**config.mk**
```make
export PLATFORM = sky130hd
export DESIGN_NAME = pps_supervisor
export DESIGN_NICKNAME = d
export VERILOG_FILES = /design/src/shared/pps_pkg.sv /design/src/logic/pps_blank_timer.sv /design/src/logic/pps_supervisor.sv
export VERILOG_INCLUDE_DIRS = /design/src /design/src/shared
export SDC_FILE = /design/constraint.sdc
export NUM_CORES = 2
export LEC_CHECK = 0
export BUFFER_PORTS_ARGS = -buffer_cell sky130_fd_sc_hd__buf_2
export CAP_MARGIN = 30
export CORE_UTILIZATION = 33
export DETAILED_ROUTE_END_ITERATION = 10
export PLACE_DENSITY_LB_ADDON = 0.15
export SLEW_MARGIN = 20
export SYNTH_ARGS = -nofsm -noshare
export SYNTH_HDL_FRONTEND = slang
export SYNTH_SLANG_ARGS = --single-unit
```
**constraint.sdc**
```tcl
create_clock -name clock_in -period 2.8 [get_ports clock_in]
set_input_delay 0.28 -clock clock_in [delete_from_list [all_inputs] [get_ports clock_in]]
set_output_delay 0.28 -clock clock_in [all_outputs]
set_load 0.005 [all_outputs]
```
**src/shared/pps_regs.svh**
```systemverilog
`ifndef PPS_REGS_SVH
`define PPS_REGS_SVH

// ==========================================================
// Register offsets (byte addresses)
`define PPS_OFF_CTRL 8'h00
`define PPS_OFF_START_MIN 8'h04
`define PPS_OFF_START_MAX 8'h08
`define PPS_OFF_UNDER 8'h0C
`define PPS_OFF_OVER 8'h10
`define PPS_OFF_LIMIT_ONE 8'h14
`define PPS_OFF_SETTLE 8'h18
`define PPS_OFF_INPUT_BLANK 8'h1C
`define PPS_OFF_ONE_BLANK 8'h20
`define PPS_OFF_TWO_BLANK 8'h24
`define PPS_OFF_SS_LIMIT 8'h28
`define PPS_OFF_CCM_BLANK 8'h2C
`define PPS_OFF_STATUS 8'h30
`define PPS_OFF_MASK 8'h34
`define PPS_OFF_STATE 8'h38
`define PPS_OFF_PERIOD 8'h3C

// ==========================================================
// Field positions
`define PPS_CTRL_INPUT_LATCH 0
`define PPS_CTRL_TWO_LATCH 1
`define PPS_EV_UNDER 0
`define PPS_EV_OVER 1
`define PPS_EV_ONE 2
`define PPS_EV_TWO 3
`define PPS_EV_SS 4
`define PPS_EV_CCM 5
`define PPS_EV_COUNT 6

// ==========================================================
// Reset values (Vrms, mV, V)
`define PPS_RST_CTRL 2'h2
`define PPS_RST_START_MIN 12'h058
`define PPS_RST_START_MAX 12'h134
`define PPS_RST_UNDER 12'h04C
`define PPS_RST_OVER 12'h140
`define PPS_RST_LIMIT_ONE 12'h2EE
`define PPS_LIMIT_TWO_MV 12'h640
`define PPS_RST_SETTLE 12'h1C0

// ==========================================================
// Timing
`define PPS_CLK_MHZ 250
`define PPS_INPUT_BLANK_MS 100
`define PPS_ONE_BLANK_NS 200
`define PPS_TWO_BLANK_NS 600
`define PPS_SS_LIMIT_MS 400
`define PPS_CCM_BLANK_MS 12
`define PPS_NS_CYCLES(ns) (((ns) * `PPS_CLK_MHZ + 999) / 1000)
`define PPS_MS_CYCLES(ms) ((ms) * `PPS_CLK_MHZ * 1000)

`endif

```
**src/shared/pps_pkg.sv**
```systemverilog
package pps_pkg;
  typedef enum logic [2:0] {
    PPS_STOPPED = 3'h0,
    PPS_CHECKS = 3'h1,
    PPS_SOFTSTART = 3'h2,
    PPS_STEADY = 3'h3,
    PPS_RESTART = 3'h4,
    PPS_LATCH = 3'h5
  } pps_state_t;
endpackage

```
**src/logic/pps_blank_timer.sv**
```systemverilog
`timescale 1ns/10ps
module pps_blank_timer #(
  parameter int WIDTH = 32
) (
  // Clock and reset
  input wire logic clock_in,
  input wire logic reset_in,
  // Condition and limit
  input wire logic cond_in,
  input wire logic [WIDTH-1:0] limit_in,
  // Result
  output logic fire_out
);
  logic [WIDTH-1:0] count_reg;

  generate
    if (WIDTH < 1) begin : g_bad_width
      $error("WIDTH must be at least one");
    end
  endgenerate

  // Any gap in the condition starts the wait over
  // Magnitude compare, so a limit lowered mid-count still fires
  always_ff @(posedge clock_in) begin
    if (reset_in || !cond_in) begin
      count_reg <= '0;
    end else if (count_reg < limit_in) begin
      count_reg <= count_reg + 1'b1;
    end
  end

  always_ff @(posedge clock_in) begin
    if (reset_in) begin
      fire_out <= 1'b0;
    end else begin
      fire_out <= cond_in && (count_reg >= limit_in);
    end
  end
endmodule

```
**src/logic/pps_supervisor.sv**
```systemverilog
`timescale 1ns/10ps
`include "pps_regs.svh"

module pps_supervisor #(
  parameter int INPUT_BLANK_CYCLES = `PPS_MS_CYCLES(`PPS_INPUT_BLANK_MS),
  parameter int SS_LIMIT_CYCLES = `PPS_MS_CYCLES(`PPS_SS_LIMIT_MS),
  parameter int CCM_BLANK_CYCLES = `PPS_MS_CYCLES(`PPS_CCM_BLANK_MS),
  parameter int PERIOD_TIMEOUT_CYCLES = 5000,
  parameter int RESTART_CYCLES = 250000,
  parameter int SENSE_WIDTH = 12
) (
  // Clock and reset
  input wire logic clock_in,
  input wire logic reset_in,
  // Register port
  input wire logic [7:0] addr_in,
  input wire logic [31:0] wr_data_in,
  input wire logic wr_in,
  input wire logic rd_in,
  output logic [31:0] rd_data_out,
  // Sense channels
  input wire logic supply_on_in,
  input wire logic [SENSE_WIDTH-1:0] line_rms_in,
  input wire logic [SENSE_WIDTH-1:0] boost_cs_mv_in,
  input wire logic [SENSE_WIDTH-1:0] bus_volts_in,
  input wire logic zero_crossing_indication_in,
  input wire logic boost_cycle_start_in,
  // Gate and mode requests
  output logic boost_gate_enable_out,
  output logic flyback_gate_enable_out,
  output logic boost_cycle_off_out,
  output logic auto_restart_out,
  output logic latch_out,
  output logic irq_out
);

  // ========================================================
  // Elaboration checks
  generate
    if (SENSE_WIDTH < 12 || SENSE_WIDTH > 32) begin : g_bad_width
      $error("SENSE_WIDTH must be 12 to 32");
    end
    if (RESTART_CYCLES < 1 || PERIOD_TIMEOUT_CYCLES < 1) begin : g_bad_count
      $error("Restart and period counts must be at least one");
    end
    if (INPUT_BLANK_CYCLES < 1 || SS_LIMIT_CYCLES < 1 || CCM_BLANK_CYCLES < 1) begin : g_bad_blank
      $error("Blanking counts must be at least one");
    end
  endgenerate

  // ========================================================
  // Helpers
  function automatic logic hit(input logic [7:0] addr, input logic [7:0] offset);
    hit = (addr == offset);
  endfunction

  function automatic logic in_window(input logic [SENSE_WIDTH-1:0] value,
                                     input logic [SENSE_WIDTH-1:0] low,
                                     input logic [SENSE_WIDTH-1:0] high);
    in_window = (value >= low) && (value <= high);
  endfunction

  // ========================================================
  // Registers
  pps_pkg::pps_state_t state_reg;
  pps_pkg::pps_state_t state_next;
  logic [1:0] ctrl_reg;
  logic [SENSE_WIDTH-1:0] start_min_reg;
  logic [SENSE_WIDTH-1:0] start_max_reg;
  logic [SENSE_WIDTH-1:0] under_reg;
  logic [SENSE_WIDTH-1:0] over_reg;
  logic [SENSE_WIDTH-1:0] limit_one_reg;
  logic [SENSE_WIDTH-1:0] settle_reg;
  logic [31:0] input_blank_reg;
  logic [31:0] one_blank_reg;
  logic [31:0] two_blank_reg;
  logic [31:0] ss_limit_reg;
  logic [31:0] ccm_blank_reg;
  logic [31:0] period_reg;
  logic [`PPS_EV_COUNT-1:0] status_reg;
  logic [`PPS_EV_COUNT-1:0] mask_reg;
  logic [31:0] period_count_reg;
  logic waiting_zcd_reg;
  logic ccm_flag_reg;
  logic [31:0] restart_count_reg;

  logic running;
  logic [`PPS_EV_COUNT-1:0] cond;
  logic [`PPS_EV_COUNT-1:0] fire;
  logic [31:0] limit [`PPS_EV_COUNT];
  logic input_fault;
  logic go_latch;
  logic go_restart;

  // ========================================================
  // Register writes
  always_ff @(posedge clock_in) begin
    if (reset_in) begin
      ctrl_reg <= `PPS_RST_CTRL;
      start_min_reg <= SENSE_WIDTH'(`PPS_RST_START_MIN);
      start_max_reg <= SENSE_WIDTH'(`PPS_RST_START_MAX);
      under_reg <= SENSE_WIDTH'(`PPS_RST_UNDER);
      over_reg <= SENSE_WIDTH'(`PPS_RST_OVER);
      limit_one_reg <= SENSE_WIDTH'(`PPS_RST_LIMIT_ONE);
      settle_reg <= SENSE_WIDTH'(`PPS_RST_SETTLE);
      input_blank_reg <= 32'(INPUT_BLANK_CYCLES);
      one_blank_reg <= 32'(`PPS_NS_CYCLES(`PPS_ONE_BLANK_NS));
      two_blank_reg <= 32'(`PPS_NS_CYCLES(`PPS_TWO_BLANK_NS));
      ss_limit_reg <= 32'(SS_LIMIT_CYCLES);
      ccm_blank_reg <= 32'(CCM_BLANK_CYCLES);
      period_reg <= 32'(PERIOD_TIMEOUT_CYCLES);
      mask_reg <= '0;
    end else if (wr_in) begin
      if (hit(addr_in, `PPS_OFF_CTRL)) ctrl_reg <= wr_data_in[1:0];
      if (hit(addr_in, `PPS_OFF_START_MIN)) start_min_reg <= wr_data_in[SENSE_WIDTH-1:0];
      if (hit(addr_in, `PPS_OFF_START_MAX)) start_max_reg <= wr_data_in[SENSE_WIDTH-1:0];
      if (hit(addr_in, `PPS_OFF_UNDER)) under_reg <= wr_data_in[SENSE_WIDTH-1:0];
      if (hit(addr_in, `PPS_OFF_OVER)) over_reg <= wr_data_in[SENSE_WIDTH-1:0];
      if (hit(addr_in, `PPS_OFF_LIMIT_ONE)) limit_one_reg <= wr_data_in[SENSE_WIDTH-1:0];
      if (hit(addr_in, `PPS_OFF_SETTLE)) settle_reg <= wr_data_in[SENSE_WIDTH-1:0];
      if (hit(addr_in, `PPS_OFF_INPUT_BLANK)) input_blank_reg <= wr_data_in;
      if (hit(addr_in, `PPS_OFF_ONE_BLANK)) one_blank_reg <= wr_data_in;
      if (hit(addr_in, `PPS_OFF_TWO_BLANK)) two_blank_reg <= wr_data_in;
      if (hit(addr_in, `PPS_OFF_SS_LIMIT)) ss_limit_reg <= wr_data_in;
      if (hit(addr_in, `PPS_OFF_CCM_BLANK)) ccm_blank_reg <= wr_data_in;
      if (hit(addr_in, `PPS_OFF_PERIOD)) period_reg <= wr_data_in;
      if (hit(addr_in, `PPS_OFF_MASK)) mask_reg <= wr_data_in[`PPS_EV_COUNT-1:0];
    end
  end

  // ========================================================
  // Register reads, data valid only in the cycle after the strobe
  always_ff @(posedge clock_in) begin
    if (reset_in || !rd_in) begin
      rd_data_out <= 32'h00000000;
    end else begin
      case (addr_in)
        `PPS_OFF_CTRL: rd_data_out <= {30'h00000000, ctrl_reg};
        `PPS_OFF_START_MIN: rd_data_out <= 32'(start_min_reg);
        `PPS_OFF_START_MAX: rd_data_out <= 32'(start_max_reg);
        `PPS_OFF_UNDER: rd_data_out <= 32'(under_reg);
        `PPS_OFF_OVER: rd_data_out <= 32'(over_reg);
        `PPS_OFF_LIMIT_ONE: rd_data_out <= 32'(limit_one_reg);
        `PPS_OFF_SETTLE: rd_data_out <= 32'(settle_reg);
        `PPS_OFF_INPUT_BLANK: rd_data_out <= input_blank_reg;
        `PPS_OFF_ONE_BLANK: rd_data_out <= one_blank_reg;
        `PPS_OFF_TWO_BLANK: rd_data_out <= two_blank_reg;
        `PPS_OFF_SS_LIMIT: rd_data_out <= ss_limit_reg;
        `PPS_OFF_CCM_BLANK: rd_data_out <= ccm_blank_reg;
        `PPS_OFF_STATUS: rd_data_out <= 32'(status_reg);
        `PPS_OFF_MASK: rd_data_out <= 32'(mask_reg);
        `PPS_OFF_STATE: rd_data_out <= {29'h00000000, state_reg};
        `PPS_OFF_PERIOD: rd_data_out <= period_reg;
        default: rd_data_out <= 32'h00000000;
      endcase
    end
  end

  // ========================================================
  // Fault conditions, only while the boost stage runs
  assign running = (state_reg == pps_pkg::PPS_SOFTSTART) ||
                   (state_reg == pps_pkg::PPS_STEADY);

  always_comb begin
    cond = '0;
    cond[`PPS_EV_UNDER] = running && (line_rms_in < under_reg);
    cond[`PPS_EV_OVER] = running && (line_rms_in > over_reg);
    cond[`PPS_EV_ONE] = running && (boost_cs_mv_in >= limit_one_reg);
    cond[`PPS_EV_TWO] = running &&
                        (boost_cs_mv_in >= SENSE_WIDTH'(`PPS_LIMIT_TWO_MV));
    cond[`PPS_EV_SS] = (state_reg == pps_pkg::PPS_SOFTSTART);
    // Soft-start excluded so start-up conduction is tolerated
    cond[`PPS_EV_CCM] = (state_reg == pps_pkg::PPS_STEADY) && ccm_flag_reg;
  end

  always_comb begin
    limit[`PPS_EV_UNDER] = input_blank_reg;
    limit[`PPS_EV_OVER] = input_blank_reg;
    limit[`PPS_EV_ONE] = one_blank_reg;
    limit[`PPS_EV_TWO] = two_blank_reg;
    limit[`PPS_EV_SS] = ss_limit_reg;
    limit[`PPS_EV_CCM] = ccm_blank_reg;
  end

  // One blanking timer per fault; each clears when its condition drops
  generate
    for (genvar i = 0; i < `PPS_EV_COUNT; i++) begin : g_blank
      pps_blank_timer #(
        .WIDTH(32)
      ) u_timer (
        .clock_in(clock_in),
        .reset_in(reset_in),
        .cond_in(cond[i]),
        .limit_in(limit[i]),
        .fire_out(fire[i])
      );
    end
  endgenerate

  // ========================================================
  // Switching-period watch for missing zero crossings
  always_ff @(posedge clock_in) begin
    if (reset_in || !running) begin
      period_count_reg <= 32'h00000000;
      waiting_zcd_reg <= 1'b0;
      ccm_flag_reg <= 1'b0;
    end else if (zero_crossing_indication_in) begin
      waiting_zcd_reg <= 1'b0;
      ccm_flag_reg <= 1'b0;
    end else if (boost_cycle_start_in) begin
      period_count_reg <= 32'h00000000;
      waiting_zcd_reg <= 1'b1;
    end else if (waiting_zcd_reg) begin
      if (period_count_reg >= period_reg) begin
        ccm_flag_reg <= 1'b1;
        waiting_zcd_reg <= 1'b0;
      end else begin
        period_count_reg <= period_count_reg + 32'h00000001;
      end
    end
  end

  // Cycle-by-cycle gate off; a new trip beats the releasing crossing
  always_ff @(posedge clock_in) begin
    if (reset_in || !running) begin
      boost_cycle_off_out <= 1'b0;
    end else if (fire[`PPS_EV_ONE]) begin
      boost_cycle_off_out <= 1'b1;
    end else if (zero_crossing_indication_in) begin
      boost_cycle_off_out <= 1'b0;
    end
  end

  // ========================================================
  // Reaction selection
  assign input_fault = fire[`PPS_EV_UNDER] || fire[`PPS_EV_OVER];
  assign go_latch = (input_fault && ctrl_reg[`PPS_CTRL_INPUT_LATCH]) ||
                    (fire[`PPS_EV_TWO] && ctrl_reg[`PPS_CTRL_TWO_LATCH]);
  assign go_restart = (input_fault && !ctrl_reg[`PPS_CTRL_INPUT_LATCH]) ||
                      (fire[`PPS_EV_TWO] && !ctrl_reg[`PPS_CTRL_TWO_LATCH]) ||
                      fire[`PPS_EV_SS] ||
                      fire[`PPS_EV_CCM];

  // ========================================================
  // Supervisor state machine
  always_comb begin
    state_next = state_reg;
    case (state_reg)
      pps_pkg::PPS_STOPPED: begin
        if (supply_on_in) begin
          state_next = pps_pkg::PPS_CHECKS;
        end
      end
      pps_pkg::PPS_CHECKS: begin
        if (!supply_on_in) begin
          state_next = pps_pkg::PPS_STOPPED;
        end else if (in_window(line_rms_in, start_min_reg, start_max_reg)) begin
          state_next = pps_pkg::PPS_SOFTSTART;
        end
      end
      pps_pkg::PPS_SOFTSTART, pps_pkg::PPS_STEADY: begin
        if (go_latch) begin
          state_next = pps_pkg::PPS_LATCH;
        end else if (go_restart) begin
          state_next = pps_pkg::PPS_RESTART;
        end else if (!supply_on_in) begin
          state_next = pps_pkg::PPS_STOPPED;
        end else if (state_reg == pps_pkg::PPS_SOFTSTART && bus_volts_in >= settle_reg) begin
          state_next = pps_pkg::PPS_STEADY;
        end
      end
      pps_pkg::PPS_RESTART: begin
        if (restart_count_reg >= 32'(RESTART_CYCLES)) begin
          state_next = pps_pkg::PPS_STOPPED;
        end
      end
      pps_pkg::PPS_LATCH: begin
        state_next = pps_pkg::PPS_LATCH;
      end
      default: begin
        state_next = pps_pkg::PPS_STOPPED;
      end
    endcase
  end

  always_ff @(posedge clock_in) begin
    if (reset_in) begin
      state_reg <= pps_pkg::PPS_STOPPED;
    end else begin
      state_reg <= state_next;
    end
  end

  // Auto-restart hold-off before the checks run again
  always_ff @(posedge clock_in) begin
    if (reset_in || state_reg != pps_pkg::PPS_RESTART) begin
      restart_count_reg <= 32'h00000000;
    end else begin
      restart_count_reg <= restart_count_reg + 32'h00000001;
    end
  end

  // ========================================================
  // Gate and mode outputs follow the next state
  always_ff @(posedge clock_in) begin
    if (reset_in) begin
      boost_gate_enable_out <= 1'b0;
      flyback_gate_enable_out <= 1'b0;
      auto_restart_out <= 1'b0;
      latch_out <= 1'b0;
    end else begin
      boost_gate_enable_out <= (state_next == pps_pkg::PPS_SOFTSTART) ||
                               (state_next == pps_pkg::PPS_STEADY);
      flyback_gate_enable_out <= (state_next == pps_pkg::PPS_STEADY);
      auto_restart_out <= (state_next == pps_pkg::PPS_RESTART);
      latch_out <= (state_next == pps_pkg::PPS_LATCH);
    end
  end

  // ========================================================
  // Sticky events, write one to clear, set wins
  always_ff @(posedge clock_in) begin
    if (reset_in) begin
      status_reg <= '0;
    end else begin
      status_reg <= (status_reg &
                     ~((wr_in && hit(addr_in, `PPS_OFF_STATUS)) ?
                       wr_data_in[`PPS_EV_COUNT-1:0] : {`PPS_EV_COUNT{1'b0}})) |
                    fire;
    end
  end

  always_ff @(posedge clock_in) begin
    if (reset_in) begin
      irq_out <= 1'b0;
    end else begin
      irq_out <= |(status_reg & mask_reg);
    end
  end

endmodule

```
* Yosys cells after proc, flatten, opt, wreduce, memory -nomap -nowiden
Cells that the tools add are included.
Word-level totals: output and inout port bits 38, register bits 583, input bits 83
Operators by class: muxes and demuxes 19, bitwise logic cells 6, $add $sub $neg 8, reduce and logical (&&, ||, !) cells 67, $lt $le $gt $ge 21, eq/ne operators 26
Operators with widths (number):
- case mux 32 bit (16 select lines) | 1
- adder 32 x 1 -> 32 bit (second input constant) | 8
- greater-or-equal comparator 32 bit | 7
- less-than comparator 32 bit | 6
- 2-to-1 mux 32 bit | 3
- equality test 8 x 6 -> 1 bit (second input constant) | 8
- greater-or-equal comparator 12 bit | 3
- equality test 8 x 5 -> 1 bit (second input constant) | 4
- greater-or-equal comparator 32 x 18 -> 1 bit (second input constant) | 1
- AND reduction 2 bit | 14
- 2-to-1 mux 3 bit | 8
- logical AND 1 bit | 18
- equality test 8 x 4 -> 1 bit (second input constant) | 2
- logical OR 1 bit | 16
- case mux 3 bit (5 select lines) | 1
- bitwise AND 6 bit | 2
- equality test 3 x 2 -> 1 bit (second input constant) | 4
- equality test 3 bit (second input constant) | 4
- greater-or-equal comparator 12 x 11 -> 1 bit (second input constant) | 1
- greater-than comparator 12 bit | 1
- less-or-equal comparator 12 bit | 1
- less-than comparator 12 bit | 1
- zero test 1 bit | 10
- equality test 8 x 3 -> 1 bit (second input constant) | 1
- other kinds (14) | 22

* Depth between registers and ports, before layout
depth in word-level cells 10, gate-level depth with buffers 12, mapped depth without buffers 9

* Modules after synthesis
From an unflattened synthesis, not the netlist that was laid out.
Unflattened totals: cells, all modules 4056, area, all modules 31903.1 um2
Modules (own cells, without submodules):
- pps_supervisor | instances 1, sequential area each 7707.4 um2, area each 17954.7 um2, cells an instance 2256
- pps_blank_timer | instances 6, sequential area each 660.6 um2, area each 2324.7 um2, cells an instance 300

* Least setup slack after synthesis
Ideal clock, no wire load.
kind reg-to-reg, start register period_count_reg[0], end register period_count_reg[2], arrival 2.600 ns, cell stages (with the launch flop) 12, library setup time 0.129 ns, slack 0.072 ns, required time 2.671 ns, cell sequence dfxtp_1 -> inv_1 -> ha_1 -> nand2b_1 -> a2111o_1 -> a311oi_2 -> a21oi_1 -> o31a_1 -> buf_2 -> clkbuf_1 -> o311ai_0 -> nand2_1
Between the ends: word-level cells in the longest chain between the ends 4, elaborated cells between the ends (all ways) 7
Ends and longest elaborated chain:
- from (decl) | line pps_supervisor.sv:82 | logic [31:0] period_count_reg;
- from (signal assigned) | line pps_supervisor.sv:218 | period_count_reg <= period_count_reg + 32'h00000001;
- adder 32 x 1 -> 32 bit | line pps_supervisor.sv:218
- 2-to-1 mux 32 bit | line pps_supervisor.sv:214 | if (period_count_reg >= period_reg) begin
- 2-to-1 mux 32 bit | line pps_supervisor.sv:213 | end else if (waiting_zcd_reg) begin
- 2-to-1 mux 32 bit | line pps_supervisor.sv:210 | end else if (boost_cycle_start_in) begin
Parallel ways exist; a longest one is shown, timed or not. The select of a mux whose other input is x is not followed. A chain may end at the register's enable or synchronous reset.

* Final worst setup path
start register period_count_reg[0], end register period_count_reg[23]
The elaborated chain is that of the path after synthesis.

==> metrics.md <==
| Metric | Value |
|---|---|
| Number of global-route vias before repair | `29600` |
| Mapped Cells | `roughly 4200` |
| Critical path data arrival time | `roughly 3.4 ns` |
| WP data required | `3.36 ns` |
| Net Count, Synth | `between 4000 and 5000` |
| Pin count of the biggest net entering global routing | `169` |
| Max_slew headroom | `0.411` |
| Min-Delay Path Class | `input port to flop` |
| CP cell instances | `inv_2 > ha_4 > nand2b_4 > a2111o_1 > a311oi_2 > a21oi_2 > o31a_4 > clkbuf_16 > or4_4 > a21oi_2` |
| Syn Area/Cell | `about 8 sq um` |
| Grt met3 use | `0.0290` |
| Worst reg-to-reg path cell count | `10` |
| Initial antenna violation count | `2` |
| Sequential share of the synthesized area | `0.349` |
| Main synth FF type | `dfxtp_1` |
| Max Slew Vio Count | `0` |
| Drt pass-1 iters | `6` |
| Post-DP HPWL | `around 92 mm` |
| Setup TNS | `0 ns` |
| Post-synth top area share | `0.349` |
| Fillers | `10300` |
| Worst Setup Start Kind | `flop` |
| Register area | `roughly 12000 sq um` |
| Peak Freq | `approximately 360 MHz` |
| Hold Worst Slack | `0.0347 ns` |
| CTS tree | `built` |
| Non-filler instance count after layout | `5853` |
| Port Buffers | `120` |
| FP Rows | `116` |
| Post-Route WL | `125 mm` |
| I/O pins | `between 100 and 150` |
| Max-capacitance violation count | `0` |
| Initial Util | `0.333` |
| GRT Total Usage | `0.238` |
| Ys async rst share | `0` |
| H-tree Lvls | `3` |
| Met1 usage | `0.342` |
| Leak | `around 16 nW` |
| DRC viols | `0` |
| Least-Margin Pin Slew | `0.883 ns` |
| Core footprint | `between 100000 and 150000 sq um` |
| EDFF count, synth | `0` |
| Share of layout cells above drive strength 1 | `0.135` |
| Clock edge transition at the registers on the reported setup and hold paths | `0.06 ns` |
| DRT antenna net count | `0` |
| Synth Cell Area | `approximately 33000 sq um` |
| CTS sink cnt | `583` |
| Area grow syn2layout | `20.0%` |
| Setup violators final | `0` |
| Synthesis-stage register bit count | `a little under 600` |
| Crit path kind | `flop to flop` |
| Total power | `roughly 19 mW` |
| Library cells used by synthesis | `72` |
| Met2 Use GR | `0.368` |
| RSZ-0062 raised after global routing | `yes` |
| Final Cycle Share | `0.998` |
| Die Width | `320 microns` |
| Via count | `32000` |
| Hold path cells | `3` |
| Status | `finished, final reports clean` |
| Crit. End Element | `flop` |
| PwrDens | `approximately 470 nW/um^2` |
| First-pass GRT wire length | `between 150 and 200 mm` |
| Syn. warnings | `0` |
| Die height | `320 microns` |
| Slowest stage delay, CP | `~0.53 ns` |
| Hold violation total from the final report | `0` |
| Max FFs per register | `192` |
| Max IR drop VDD | `394 uV` |
| Tmin final | `2.79 ns` |
| Largest area contributor in the netlist | `dfxtp_1` |
| Most frequent CP cell | `a21oi_2` |
| CP max-delay cell | `or4_4` |
| Routed vias/inst | `5.47` |
| Multi-input logic area | `19900 sq um` |
| Grt peak-use layer | `met2` |
| CTS buffer count | `75` |
| Clock Latency Late Sink | `0.64 ns` |
| Top post-synthesis cells by area | `dfxtp_1 35%, ha_1 11%, nand2_1 7.8%` |
| Initial DRC count | `2763` |
| Placer Congestion | `roughly 0.9` |
| Post-Place Cells | `5680` |
| Fin util | `0.400` |
| Cell with the most instances after synthesis | `nand2_1` |
| Final nets | `around 4800` |
| CTS Buffer Depth | `3` |
| Clk_skew | `approximately 0.024 ns` |
| Die area | `103000 sq um` |
| Avg WL per Cell | `approximately 21 microns` |
| Clock root cell | `clkbuf_16` |
| Post-synth top cells | `692 x nand2_1, 583 x dfxtp_1, 376 x a21oi_1` |
| Total gr overflow | `0` |
| CP max FO | `6` |
-- cells by family (layout without fill, tap and decap cells) --
group / Yosys count / in the layout / synth area share
xor gates and xnor gates: 42 / 42 / 0.0110
muxes: 81 / 81 / 0.0243
adders and majority gates: 304 / 304 / 0.114
buffers and inverters: 565 / 847 / 0.0638
and+or+nand+nor: 1704 / 1704 / 0.256
other: 0 / 2 / 0
AOI/OAI and AO/OA: 933 / 933 / 0.182
DFF: 583 / 583 / 0.349
-- area by class of cell --
cell class / instances / share of cell area
Tap cell: 1357 / 0.0423
Clock inverter: 28 / 0.00729
Timing Repair Buffer: 402 / 0.0789
Inverter: 308 / 0.0288
Sequential cell: 583 / 0.291
Antenna cell: 2 / 0.000125
Clock buffer: 109 / 0.0553
Multi-Input combinational cell: 3064 / 0.496
-- power breakdown --
| group | switching [mW] | total (mW) | internal (mW) |
|---|---|---|---|
| Sequential | 0.00868 | 8.31 | 8.30 |
| Combinational | 0.435 | 0.634 | 0.199 |
| Clock | 4.08 | 9.98 | 5.90 |
-- critical path: cells and delay by family (launching register included) --
family / cells / cell delay (ns)
AOI/OAI and AO/OA: 5 / 1.30
and+or+nand+nor: 2 / 0.65
DFF: 1 / 0.33
buffers and inverters: 2 / 0.23
adders and majority gates: 1 / 0.20
-- routing by layer --
metal	wire, microns	share of wire	up-vias
met5	11	0.000088	-
met4	3700	0.030	2
met3	6550	0.052	185
met2	54700	0.44	938
met1	60000	0.48	15300
li1	-	-	15600
-- final timing paths --
kind	startpoint	to	slack, ns
worst max-delay path	period_count_reg[0]	period_count_reg[23]	0.006
worst min-delay path	wr_data_in[24]	one_blank_reg[24]	0.03
worst max register to register	period_count_reg[0]	period_count_reg[23]	0.006
worst min register to register	restart_count_reg[0]	restart_count_reg[0]	0.46
-- metrics by stage --
| stage | area, sq um | worst slack (ns) |
|---|---|---|
| 2_1_floorplan | 33400 | 0.0717 |
| 3_3_place_gp | 37000 | -0.0668 |
| 3_5_place_dp | 37000 | -0.0622 |
| 4_1_cts | 39700 | 0.00693 |
| 5_1_grt | 40100 | -0.0670 |
| 6_report | 40100 | 0.00612 |
-- cell usage in the layout (no fill, tap or decap), types with 25 or more instances in the layout --
cell type / instances
a21o_1: 97
a21oi_1: 361
a22oi_1: 99
a31oi_1: 50
and2_1: 27
and3_1: 65
buf_12: 26
buf_2: 119
buf_4: 232
clkbuf_16: 80
dfxtp_1: 567
ha_1: 300
inv_1: 305
mux2i_1: 80
nand2_1: 692
nand2b_1: 36
nand3_1: 192
nand3b_1: 98
nand4_1: 126
nor2_1: 148
nor3_1: 48
nor4_1: 70
o21ai_0: 47
o31ai_1: 70
or3_1: 49
or4_1: 66
xnor2_1: 25
-- timing repair --
action                                  4_1_cts  5_1_grt
endpoints found under the setup margin       22       91
hold endpoints to repair                    103        0
cloned                                        1        3
setup buffers                                 1       11
pin swaps                                     6       24
hold buffers                                 18        0
gates resized for setup                       3       67
Note: power is estimated with default switching activity, not from simulation.
